## src/rtl/supply_monitor_pkg.sv

```systemverilog
// Package for the supply monitor: register address, field layout, reset value and timing.
// Assumes a 10 MHz core clock; every count below is derived from that rate.
// Functional notes
// - When enabled the monitor watches both supplies and flags a drop below one of four trip points.
// - The interrupt toward the core is raised only while the external supply-fail enable is set.
// - Unless software clears it, the fail flag stays set until the failing supply has been good for at least 250 ms.
// - Short glitches on either comparator output are filtered before they can set the flag.
// - Bit 7 of the control register is read-only and mirrors the digital supply comparator.
// - Bit 6 of the control register is read-only and mirrors the analog supply comparator.
// - On the 5 V variant a digital supply drop causes a reset, so it never raises a monitor event.
// - The flag sets while either comparator is low and clears when the recovery count expires.
// - Software may write the flag, but a clear is ignored while either comparator is low.
// - The digital trip select codes 00, 01, 10 and 11 mean 4.63, 3.08, 2.93 and 2.63 V.
// - The analog trip select uses the same code, with 00, 01 and 10 as 4.63, 3.08 and 2.93 V.
package supply_monitor_pkg;

    ////////////////////////////////////////////////////////////////////////////////////////////
    // Register address and field layout.
    localparam logic [7:0] CONTROL_ADDR      = 8'hDF;
    localparam logic [7:0] CONTROL_RESET     = 8'hDE;
    localparam int         DIGITAL_CMP_BIT   = 7;
    localparam int         ANALOG_CMP_BIT    = 6;
    localparam int         FAIL_FLAG_BIT     = 5;
    localparam int         DIGITAL_TRIP_HI   = 4;
    localparam int         DIGITAL_TRIP_LO   = 3;
    localparam int         ANALOG_TRIP_HI    = 2;
    localparam int         ANALOG_TRIP_LO    = 1;
    localparam int         WATCH_ENABLE_BIT  = 0;

    ////////////////////////////////////////////////////////////////////////////////////////////
    // Trip point codes, shared by both selects.
    typedef enum logic [1:0] {
        TRIP_4V63 = 2'h0,
        TRIP_3V08 = 2'h1,
        TRIP_2V93 = 2'h2,
        TRIP_2V63 = 2'h3
    } trip_code_t;

    ////////////////////////////////////////////////////////////////////////////////////////////
    // Timing.
    localparam int CLOCK_HZ          = 10_000_000;
    localparam int RECOVERY_TIME_MS  = 250;
    localparam int RECOVERY_CYCLES   = RECOVERY_TIME_MS * (CLOCK_HZ / 1000);
    localparam int GLITCH_TIME_US    = 50;
    localparam int GLITCH_CYCLES     = GLITCH_TIME_US * (CLOCK_HZ / 1_000_000);

    // Recovery state machine.
    typedef enum logic [1:0] {
        WATCH_GOOD    = 2'h0,
        WATCH_LOW     = 2'h1,
        WATCH_RECOVER = 2'h2
    } watch_state_t;

endpackage

```

## src/rtl/compare_filter_if.sv

```systemverilog
// Carrier between the monitor core and one comparator filter.
// Assumes the filter and its user share the core clock.
`timescale 1ns/1ns
interface compare_filter_if;
    logic raw;
    logic level;
    logic clean;

    // The filter sees the raw pin and returns the synchronised and filtered levels.
    modport filter (input raw, output level, output clean);
    modport user   (output raw, input level, input clean);
endinterface

```

## src/rtl/compare_glitch_filter.sv

```systemverilog
// Synchroniser and glitch filter for one supply comparator output.
// Assumes the comparator is asynchronous to the core clock and idles high at reset.
`timescale 1ns/1ns
module compare_glitch_filter
    import supply_monitor_pkg::*;
#(
    parameter int FILTER_CYCLES = supply_monitor_pkg::GLITCH_CYCLES
) (
    input  wire logic                  clock,
    input  wire logic                  rstn,
    compare_filter_if.filter           port
);
    import supply_monitor_pkg::*;

    logic        syncA;
    logic        syncB;
    logic        syncC;
    logic        clean;
    logic [15:0] count;
    logic        next_clean;
    logic [15:0] next_count;

    ////////////////////////////////////////////////////////////////////////////////////////////
    // A new level is taken only when it has held steadily for the whole filter span.
    always_comb begin
        next_clean = clean;
        next_count = 16'h0000;
        if ((syncB == syncC) && (syncC != clean)) begin
            if (count == 16'(FILTER_CYCLES - 1)) begin
                next_clean = syncC;
            end else begin
                next_count = count + 16'h0001;
            end
        end
    end

    // The first stage feeds only the second, so metastability cannot leak into the counter.
    always_ff @(posedge clock or negedge rstn) begin
        if (!rstn) begin
            syncA <= 1'b1;
            syncB <= 1'b1;
            syncC <= 1'b1;
            clean <= 1'b1;
            count <= 16'h0000;
        end else begin
            syncA <= port.raw;
            syncB <= syncA;
            syncC <= syncB;
            clean <= next_clean;
            count <= next_count;
        end
    end

    assign port.level = syncC;
    assign port.clean = clean;
endmodule

```

## src/rtl/supply_monitor.sv

```systemverilog
// Digital side of the supply monitor: control register, comparator filtering and fail flag.
// Assumes the core presents one special function register access per cycle on the
// address, write and read strobes, and that the comparators arrive as raw pins.
// The comparators and the trip voltages live in the analog section; only the two-bit
// selects and the watch enable go out to it, and the comparator pins are taken as asynchronous.
`timescale 1ns/1ns
module supply_monitor
    import supply_monitor_pkg::*;
#(
    parameter int       RECOVERY_COUNT = supply_monitor_pkg::RECOVERY_CYCLES,
    parameter int       FILTER_COUNT   = supply_monitor_pkg::GLITCH_CYCLES,
    // Set for the 5 V part, whose digital drop trips the power-on reset instead.
    parameter bit       FIVE_VOLT_PART = 1'b0
) (
    input  wire logic                        clock,
    input  wire logic                        rstn,
    input  wire logic [7:0]                  sfrAddr,
    input  wire logic [7:0]                  sfrWrData,
    input  wire logic                        sfrWrite,
    input  wire logic                        sfrRead,
    output logic      [7:0]                  sfrRdData,
    input  wire logic                        irqEnablePriorityTwo,
    input  wire logic                        digitalSupplyCompareRaw,
    input  wire logic                        analogSupplyCompareRaw,
    output supply_monitor_pkg::trip_code_t   digitalTripSelect,
    output supply_monitor_pkg::trip_code_t   analogTripSelect,
    output logic                             supplyWatchEnable,
    output logic                             supplyFailIrq
);
    import supply_monitor_pkg::*;

    ////////////////////////////////////////////////////////////////////////////////////////////
    // Field extraction, shared by the write path and the reset values so the two never drift.
    function automatic trip_code_t digital_trip_field(input logic [7:0] regWord);
        return trip_code_t'(regWord[DIGITAL_TRIP_HI:DIGITAL_TRIP_LO]);
    endfunction

    function automatic trip_code_t analog_trip_field(input logic [7:0] regWord);
        return trip_code_t'(regWord[ANALOG_TRIP_HI:ANALOG_TRIP_LO]);
    endfunction

    ////////////////////////////////////////////////////////////////////////////////////////////
    // Comparator filters.
    // Both filters share one span; a per-supply span would need a second parameter.
    compare_filter_if digitalLink ();
    compare_filter_if analogLink ();

    assign digitalLink.raw = digitalSupplyCompareRaw;
    assign analogLink.raw  = analogSupplyCompareRaw;

    compare_glitch_filter #(
        .FILTER_CYCLES (FILTER_COUNT)
    ) digitalFilter (
        .clock (clock),
        .rstn  (rstn),
        .port  (digitalLink.filter)
    );

    compare_glitch_filter #(
        .FILTER_CYCLES (FILTER_COUNT)
    ) analogFilter (
        .clock (clock),
        .rstn  (rstn),
        .port  (analogLink.filter)
    );

    ////////////////////////////////////////////////////////////////////////////////////////////
    // Register state.
    logic         supplyFailIrqFlag;
    trip_code_t   digitalTrip;
    trip_code_t   analogTrip;
    logic         watchEnable;
    logic [7:0]   readData;
    logic         irqOut;
    logic         next_supplyFailIrqFlag;
    trip_code_t   next_digitalTrip;
    trip_code_t   next_analogTrip;
    logic         next_watchEnable;
    logic [7:0]   next_readData;
    logic         next_irqOut;

    // Recovery state.
    watch_state_t state;
    watch_state_t next_state;
    logic [31:0]  recoverCount;
    logic [31:0]  next_recoverCount;

    // Derived conditions.
    logic         controlHit;
    logic         digitalLow;
    logic         analogLow;
    logic         anyLow;
    logic         recoveryDone;
    logic [7:0]   statusWord;

    ////////////////////////////////////////////////////////////////////////////////////////////
    // A drop on the 5 V part's digital supply resets the chip instead, so it is masked here.
    // The enable gates only the flag; the status bits keep mirroring the pins while disabled.
    assign controlHit   = (sfrAddr == CONTROL_ADDR);
    assign digitalLow   = !digitalLink.clean && !FIVE_VOLT_PART;
    assign analogLow    = !analogLink.clean;
    assign anyLow       = watchEnable && (digitalLow || analogLow);
    assign recoveryDone = (state == WATCH_RECOVER) &&
                          (recoverCount == 32'(RECOVERY_COUNT - 1));

    // Status bits mirror the synchronised comparators, ahead of the glitch filter.
    // Reading them costs three cycles of lag but shows a dip that the filter would hide.
    always_comb begin
        statusWord                   = 8'h00;
        statusWord[DIGITAL_CMP_BIT]  = digitalLink.level;
        statusWord[ANALOG_CMP_BIT]   = analogLink.level;
        statusWord[FAIL_FLAG_BIT]    = supplyFailIrqFlag;
        statusWord[DIGITAL_TRIP_HI:DIGITAL_TRIP_LO] = digitalTrip;
        statusWord[ANALOG_TRIP_HI:ANALOG_TRIP_LO]   = analogTrip;
        statusWord[WATCH_ENABLE_BIT] = watchEnable;
    end

    ////////////////////////////////////////////////////////////////////////////////////////////
    // Recovery sequencing: the count restarts from zero on any fresh drop.
    // Outside recovery the count is held at zero, so a fresh low needs no separate clear.
    // The 32-bit count covers the full recovery span at the core rate with room to spare.
    always_comb begin
        next_state        = state;
        next_recoverCount = 32'h0000_0000;
        case (state)
            WATCH_GOOD: begin
                if (anyLow) begin
                    next_state = WATCH_LOW;
                end
            end
            WATCH_LOW: begin
                if (!anyLow) begin
                    next_state = WATCH_RECOVER;
                end
            end
            WATCH_RECOVER: begin
                if (anyLow) begin
                    next_state = WATCH_LOW;
                end else if (recoveryDone) begin
                    next_state = WATCH_GOOD;
                end else begin
                    next_recoverCount = recoverCount + 32'h0000_0001;
                end
            end
            default: begin
                next_state = WATCH_GOOD;
            end
        endcase
    end

    // State and count registers.
    always_ff @(posedge clock or negedge rstn) begin
        if (!rstn) begin
            state        <= WATCH_GOOD;
            recoverCount <= 32'h0000_0000;
        end else begin
            state        <= next_state;
            recoverCount <= next_recoverCount;
        end
    end

    ////////////////////////////////////////////////////////////////////////////////////////////
    // Register writes and the fail flag. Hardware setting wins over a software clear in the
    // same cycle, and a clear is refused outright while a supply is still low.
    // Bits 7 and 6 are never stored: writes to them are dropped and reads show the pins.
    always_comb begin
        next_digitalTrip       = digitalTrip;
        next_analogTrip        = analogTrip;
        next_watchEnable       = watchEnable;
        next_supplyFailIrqFlag = supplyFailIrqFlag;
        if (sfrWrite && controlHit) begin
            next_digitalTrip       = digital_trip_field(sfrWrData);
            next_analogTrip        = analog_trip_field(sfrWrData);
            next_watchEnable       = sfrWrData[WATCH_ENABLE_BIT];
            next_supplyFailIrqFlag = sfrWrData[FAIL_FLAG_BIT];
        end
        if (recoveryDone) begin
            next_supplyFailIrqFlag = 1'b0;
        end
        if (anyLow) begin
            next_supplyFailIrqFlag = 1'b1;
        end
    end

    // Reads are registered, so data appears one cycle after the strobe; other addresses read 0.
    // Registering keeps the read port straight from a flip-flop at the cost of that cycle.
    always_comb begin
        next_readData = 8'h00;
        if (sfrRead && controlHit) begin
            next_readData = statusWord;
        end
        // The enable is sampled here, so the interrupt line follows it one cycle late.
        next_irqOut = supplyFailIrqFlag && irqEnablePriorityTwo;
    end

    // Register bank; reset loads the power-on value of the control register field by field.
    always_ff @(posedge clock or negedge rstn) begin
        if (!rstn) begin
            digitalTrip       <= digital_trip_field(CONTROL_RESET);
            analogTrip        <= analog_trip_field(CONTROL_RESET);
            watchEnable       <= CONTROL_RESET[WATCH_ENABLE_BIT];
            supplyFailIrqFlag <= CONTROL_RESET[FAIL_FLAG_BIT];
            readData          <= 8'h00;
            irqOut            <= 1'b0;
        end else begin
            digitalTrip       <= next_digitalTrip;
            analogTrip        <= next_analogTrip;
            watchEnable       <= next_watchEnable;
            supplyFailIrqFlag <= next_supplyFailIrqFlag;
            readData          <= next_readData;
            irqOut            <= next_irqOut;
        end
    end

    ////////////////////////////////////////////////////////////////////////////////////////////
    // Outputs, each straight from a flip-flop.
    // The enum outputs carry the same codes as the register fields.
    assign sfrRdData         = readData;
    assign digitalTripSelect = digitalTrip;
    assign analogTripSelect  = analogTrip;
    assign supplyWatchEnable = watchEnable;
    assign supplyFailIrq     = irqOut;
endmodule

```

## config.mk

```make
export PLATFORM = sky130hd
export DESIGN_NAME = supply_monitor
export DESIGN_NICKNAME = d
export VERILOG_FILES = /design/src/rtl/supply_monitor_pkg.sv /design/src/rtl/compare_filter_if.sv /design/src/rtl/compare_glitch_filter.sv /design/src/rtl/supply_monitor.sv
export SDC_FILE = /design/constraint.sdc
export NUM_CORES = 1
export LEC_CHECK = 0
export BUFFER_PORTS_ARGS = -buffer_cell sky130_fd_sc_hd__buf_2
export CORE_MARGIN = 4
export CORE_UTILIZATION = 45
export DETAILED_ROUTE_END_ITERATION = 7
export HOLD_SLACK_MARGIN = 0.06
export PLACE_DENSITY = 0.6
export SYNTH_ARGS = -nofsm -noshare
export SYNTH_HDL_FRONTEND = slang
export SYNTH_SLANG_ARGS = --single-unit
```

## constraint.sdc

```tcl
create_clock -name clock -period 3.75 [get_ports clock]
set_input_delay 0.75 -clock clock [delete_from_list [all_inputs] [get_ports clock]]
set_output_delay 0.75 -clock clock [all_outputs]
set_load 0.02 [all_outputs]
```

# == Word-level counts from Yosys, hierarchy flattened ==
# Index checks and enable logic that the tools add are counted.
# classes
n_addsub,3
n_eq_ne,13
muxes,16
n_reduce_logical,15
# ops
operator,count
two-way mux 32 bit,3
two-way mux 16 bit,4
adder 16 x 1 -> 16 bit (second input constant),2
adder 32 x 1 -> 32 bit (second input constant),1
== test 16 x 9 -> 1 bit (second input constant),2
== test 32 x 22 -> 1 bit (second input constant),1
== test 8 bit (second input constant),1
two-way mux 2 bit,4
two-way mux 8 bit,1
logical AND 1 bit,7
case mux 2 bit (3 select lines),1
!= test 2 bit (second input constant),2
AND reduction 2 bit,2
two-way mux 1 bit,3
!= test 3 bit (second input constant),1
AND reduction 3 bit,1
nonzero test 3 bit,1
== test 1 bit,2
== test 2 x 1 -> 1 bit (second input constant),1
== test 2 bit (second input constant),1
logical NOT 1 bit,2
logical NOT 2 bit,1
!= test 1 bit,2
logical OR 1 bit,1
# word_totals
ff_bits,89
inputBits,23

# == Logic depth before layout (Yosys ltp) ==
# logic_depth
word_depth,5
depth_mapped,7
ltp_nobuf,5

# == Hierarchy ==
# Synthesis repeated with hierarchy kept, for this count alone.
# hier_totals
cells_unflattened,409
area_unflattened_um2,4381.7
# by_module_without_submodules
module,n_inst,cells_each,area_each_um2,seq_area_each_um2
supply_monitor,1,233,2507.4,1231.2
compare_glitch_filter,2,88,937.1,505.5

# == Least setup slack after synthesis ==
# OpenSTA, ideal clock, no wires.
# synth_timing
kind,register -> register
startpoint,register recoverCount[0]
endpoint,register recoverCount[26]
setup_time_ns,0.087
arrival_time_ns,2.077
required_time_ns,3.663
path_slack_ns,1.585
path_stages_with_launch,7
n_path_buf,1
period_less_slack_ns,2.165
path_cell_list,dfrtp_1 -> ha_1 -> nand4_2 -> or4_1 -> buf_2 -> or4_4 -> a211oi_2
# synth_between
elab_chain_cells,5
# synth_rtl
item,line_no,rtl
start: declaration,supply_monitor.sv:85,logic [31:0] recoverCount;
start signal: assignment,supply_monitor.sv:158,recoverCount <= next_recoverCount;
"parallel branches: the longest is 2 deep, another holds adder 32 x 1 -> 32 bit",--,
two-way mux 32 bit *,supply_monitor.sv:139,end else if (recoveryDone) begin
two-way mux 32 bit *,supply_monitor.sv:137,if (anyLow) begin
two-way mux 32 bit *,supply_monitor.sv:125,case (state)
net next_recoverCount[26],supply_monitor.sv:86,logic [31:0] next_recoverCount;
# Mark *: on every way through the listed nets, which the timed path passes.
# A chain may end at the register's enable or synchronous reset.

# == Final worst setup path ==
# layout_timing
startpoint,register recoverCount[0]
endpoint,register recoverCount[24]
# The elaborated chain is that of the path after synthesis.

==> impl_results.md <==
- Synth warn: 0
- Critical Path Fanout Max: 16
- Initial cell density of the core: 0.462
- Buffering stage count on the worst path with inverters included: 0
- Gate count after technology mapping: 406
- Number of pins exceeding their max-slew limit in the final report: 0
- Share of the core filled with cells: 0.517
- Antenna violations before repair: 0
- Shortest period the worst path allows: 2.54 ns
- CTS sink cnt: 89
- Family with the most delay on the worst path: simple AND/OR/NAND/NOR gates
- Logic gate share of total power: 0.080
- Power per standard cell area: 387 mW/mm²
- Pin count of the biggest net entering global routing: 65
- Remaining Overflow, GRT: 0
- Launch point of the critical path: recoverCount[0]
- List of cells traversed by the critical path: ha_1, nand4_2, or4_1, or4_4, a211oi_2
- Crit path required time: 4.02 ns
- Cell type with the highest aggregate area in the netlist: sky130_fd_sc_hd__dfrtp_1
- Count leader, synth: sky130_fd_sc_hd__dfrtp_1
- Final clock period utilization by the worst path: 0.676
- Finished Cell Area: 0.00478 mm²
- Hold Path Sink: digitalFilter.syncB
- Placeable core region: 0.00924 mm²
- Routability congestion estimate from global placement: approximately 0.78
- Register-to-Register Path Depth: 5
- Critical path capture point type: register
- Internal reg-to-reg setup slack: ~1.2 ns
- Die Footprint: between 0.01 and 0.015 mm²
- Post-synthesis async set-or-reset flop share: 1.00
- Synth Flop Type: sky130_fd_sc_hd__dfrtp_1
- Delay contributed by the slowest stage of the critical path: 0.79 ns
- Via count: about 3200
- Total instance count after detailed placement: 556
- First-pass GRT wire length: approximately 14 mm
- Register cell area after layout: 0.00224 mm²
- Overall track demand over capacity in global routing: 0.152
- Cell Rows: 35
- Critical path startpoint category: register
- Post-CTS Setup Repair Bufs: 0
- Reg-to-reg critical path startpoint: recoverCount[0]
- DRC violation count after routing: 0
- Proportion of power drawn by flip-flops and latches: 0.546
- Post-synthesis sequential element count: just under 90
- Biggest area contributors in the synthesized netlist: sky130_fd_sc_hd__dfrtp_1, sky130_fd_sc_hd__dfstp_2, sky130_fd_sc_hd__xor2_1
- Net count of the mapped netlist: roughly 430
- Skew final: 0.0154 ns
- Outcome: completed
- Headroom to the max-slew limit: 0.259
- Layout overhead on the synthesized area: 11.9%
- Buffer depth of the longest clock path: 2
- Setup Viol. Count Final: 0
- Number of gates given a new drive strength after cts: 0
- Number of nets at the end of the flow: between 400 and 500
- N_diodes: 0
- Via count of the first global-routing pass: a little under 3000
- Crit path arrival time: 2.81 ns
- Maximum achievable frequency: 394 MHz
- Mapped Avg Cell Area: between 10 and 15 µm²
- First-pass iteration count of the detailed router: 4
- Number of ports placed on the die boundary: 37
- Post-detailed-placement half-perimeter wirelength: 5.53 mm
- Violation count after the first detailed-routing iteration: 167
- Number of vias per cell after detailed routing: 5.52
- Final Non-Filler Cells: roughly 570
- Startpoint-to-endpoint class of the critical path: reg2reg
- Die width: 105 µm
- Crit path max-delay cell type: sky130_fd_sc_hd__or4_1
- Clock tree from TritonCTS: yes
- Destination of the worst register-to-register timing path: recoverCount[24]
- Startpoint of the tightest hold check path: digitalFilter.syncA
- Final Hold Fails: 0
- Leak Pwr: 1.95 nW
- Total design power: about 1.8 mW
- Sequential cell area fraction in the yosys report: 0.525
- Post-synth EDFFs: 0
- Post-Route WL: about 8.2 mm
- Clock Root Buffer: sky130_fd_sc_hd__clkbuf_8
- H-Tree Level Count: 3
- Pint: 1.36 mW
- Combined area of all synthesized cells: 0.00427 mm²
- Clock share of power: 0.374
- # hold bufs at CTS: 0
- Worst vdd ir: 203 µV
- Fillers: 824
- Number of violations of the max-capacitance limit: 0
- DRT antenna net count: 0
- Combined area of the multi-input logic cells: 0.00191 mm²
- Placed Area: 0.00457 mm²
- Proportion of total power due to net switching: 0.263
- Clock slew at the register clock pins of the worst setup and hold paths: 0.10 ns
- Number of gates on the worst path with buffers counted: 5
- Clock latency reported for the late side of the worst-skew pair: 0.36 ns
- Unrepaired setup endpoints after global routing: false
- Net switching power: between 400 and 500 µW
- Number of instances on the worst hold path: 0
- Worst-Margin Slew: ~1.1 ns
- HP Class: reg2reg
- Proportion of netlist area held by the largest area contributor: 0.451
- Die Height: 105 µm
- Number of input and output port buffers inserted: 34
- Top post-synthesis cells by count: sky130_fd_sc_hd__dfrtp_1, sky130_fd_sc_hd__nor2_1, sky130_fd_sc_hd__xor2_1, sky130_fd_sc_hd__nand3_1, sky130_fd_sc_hd__nor3_1
- Number of distinct library cells after synthesis: 43
- Share of final-layout standard cells stronger than drive strength 1: 0.205
- Number of buffers created by CTS: 9
- Sum Neg Setup Slack: 0 ns
- Final routed wire length divided by cell count: 14.4 µm
[per-layer routing]
layer  global-route usage  up-vias  part of all wire
li1                     -     1552                 -
met1                0.206     1561              0.47
met2                0.248       34              0.50
met3               0.0318       11             0.027
met4               0.0450        0             0.012
met5                    0        -                 0
[registers in the layout, summed over array words and instances, names as in the netlist, 2 cells and up]
register / flops
analogFilter.count: 16
analogTripSelect: 2
digitalFilter.count: 16
digitalTripSelect: 2
recoverCount: 32
sfrRdData: 8
state: 2
[cells by family after synthesis]
family,Yosys count,share of synthesized area
buf+inv,28,0.0276
compound gates,57,0.0970
flops,89,0.525
xor+xnor,35,0.0718
fa+ha+maj,3,0.00880
simple gates,188,0.254
mux,6,0.0155
[worst max path at each step]
stage                             endpoint  slack (ns)
after floorplan           recoverCount[26]        1.59
after global placement    recoverCount[24]        1.27
after detailed placement  recoverCount[24]        1.23
after CTS                 recoverCount[24]        1.19
after global routing      recoverCount[24]        1.08
final                     recoverCount[24]        1.21
[placed cells by master, fill, tap and decap left out, drive strengths merged, types with 2 or more instances in the layout]
cell,Yosys,final
a211oi,16,16
a21bo,2,2
a21oi,8,8
and2,11,11
and3,5,5
and4,10,10
buf,5,39
clkbuf,13,10
clkinvlp,0,2
dfrtp,77,77
dfstp,12,12
ha,3,3
inv,10,12
mux2,5,5
nand2,20,20
nand3,22,22
nand3b,2,2
nand4,22,22
nor2,32,32
nor3,22,22
nor3b,2,2
nor4,7,7
nor4b,3,3
nor4bb,2,2
o21ai,17,17
o31ai,10,10
or3,12,12
or4,13,13
xnor2,11,11
xor2,24,24
[power by group through the flow]
stage | clock network [mW] | logic (mW) | registers (mW)
after floorplan | 0 | 0.0879 | 1.03
after CTS | 0.716 | 0.153 | 1.01
after global routing | 0.760 | 0.169 | 1.02
after global placement | 0 | 0.151 | 1.03
final | 0.691 | 0.148 | 1.01
after detailed placement | 0 | 0.152 | 1.03
[stage by stage]
stage | setup slack [ns] | hold slack, ns
CTS | 1.19 | 0.358
finish | 1.21 | 0.358
floorplan | 1.59 | 0.345
global route | 1.08 | 0.354
detailed placement | 1.23 | 0.351
global placement | 1.27 | 0.348
[area by class of cell]
cell class / count / share of cell area
repair buffers: 39 / 0.0440
clock buffers: 10 / 0.0288
multi-input cells: 289 / 0.401
inverters: 10 / 0.00786
well taps: 129 / 0.0338
clock inverters: 6 / 0.0155
flip-flops and latches: 89 / 0.469
Power figures use the tool's default switching activity.
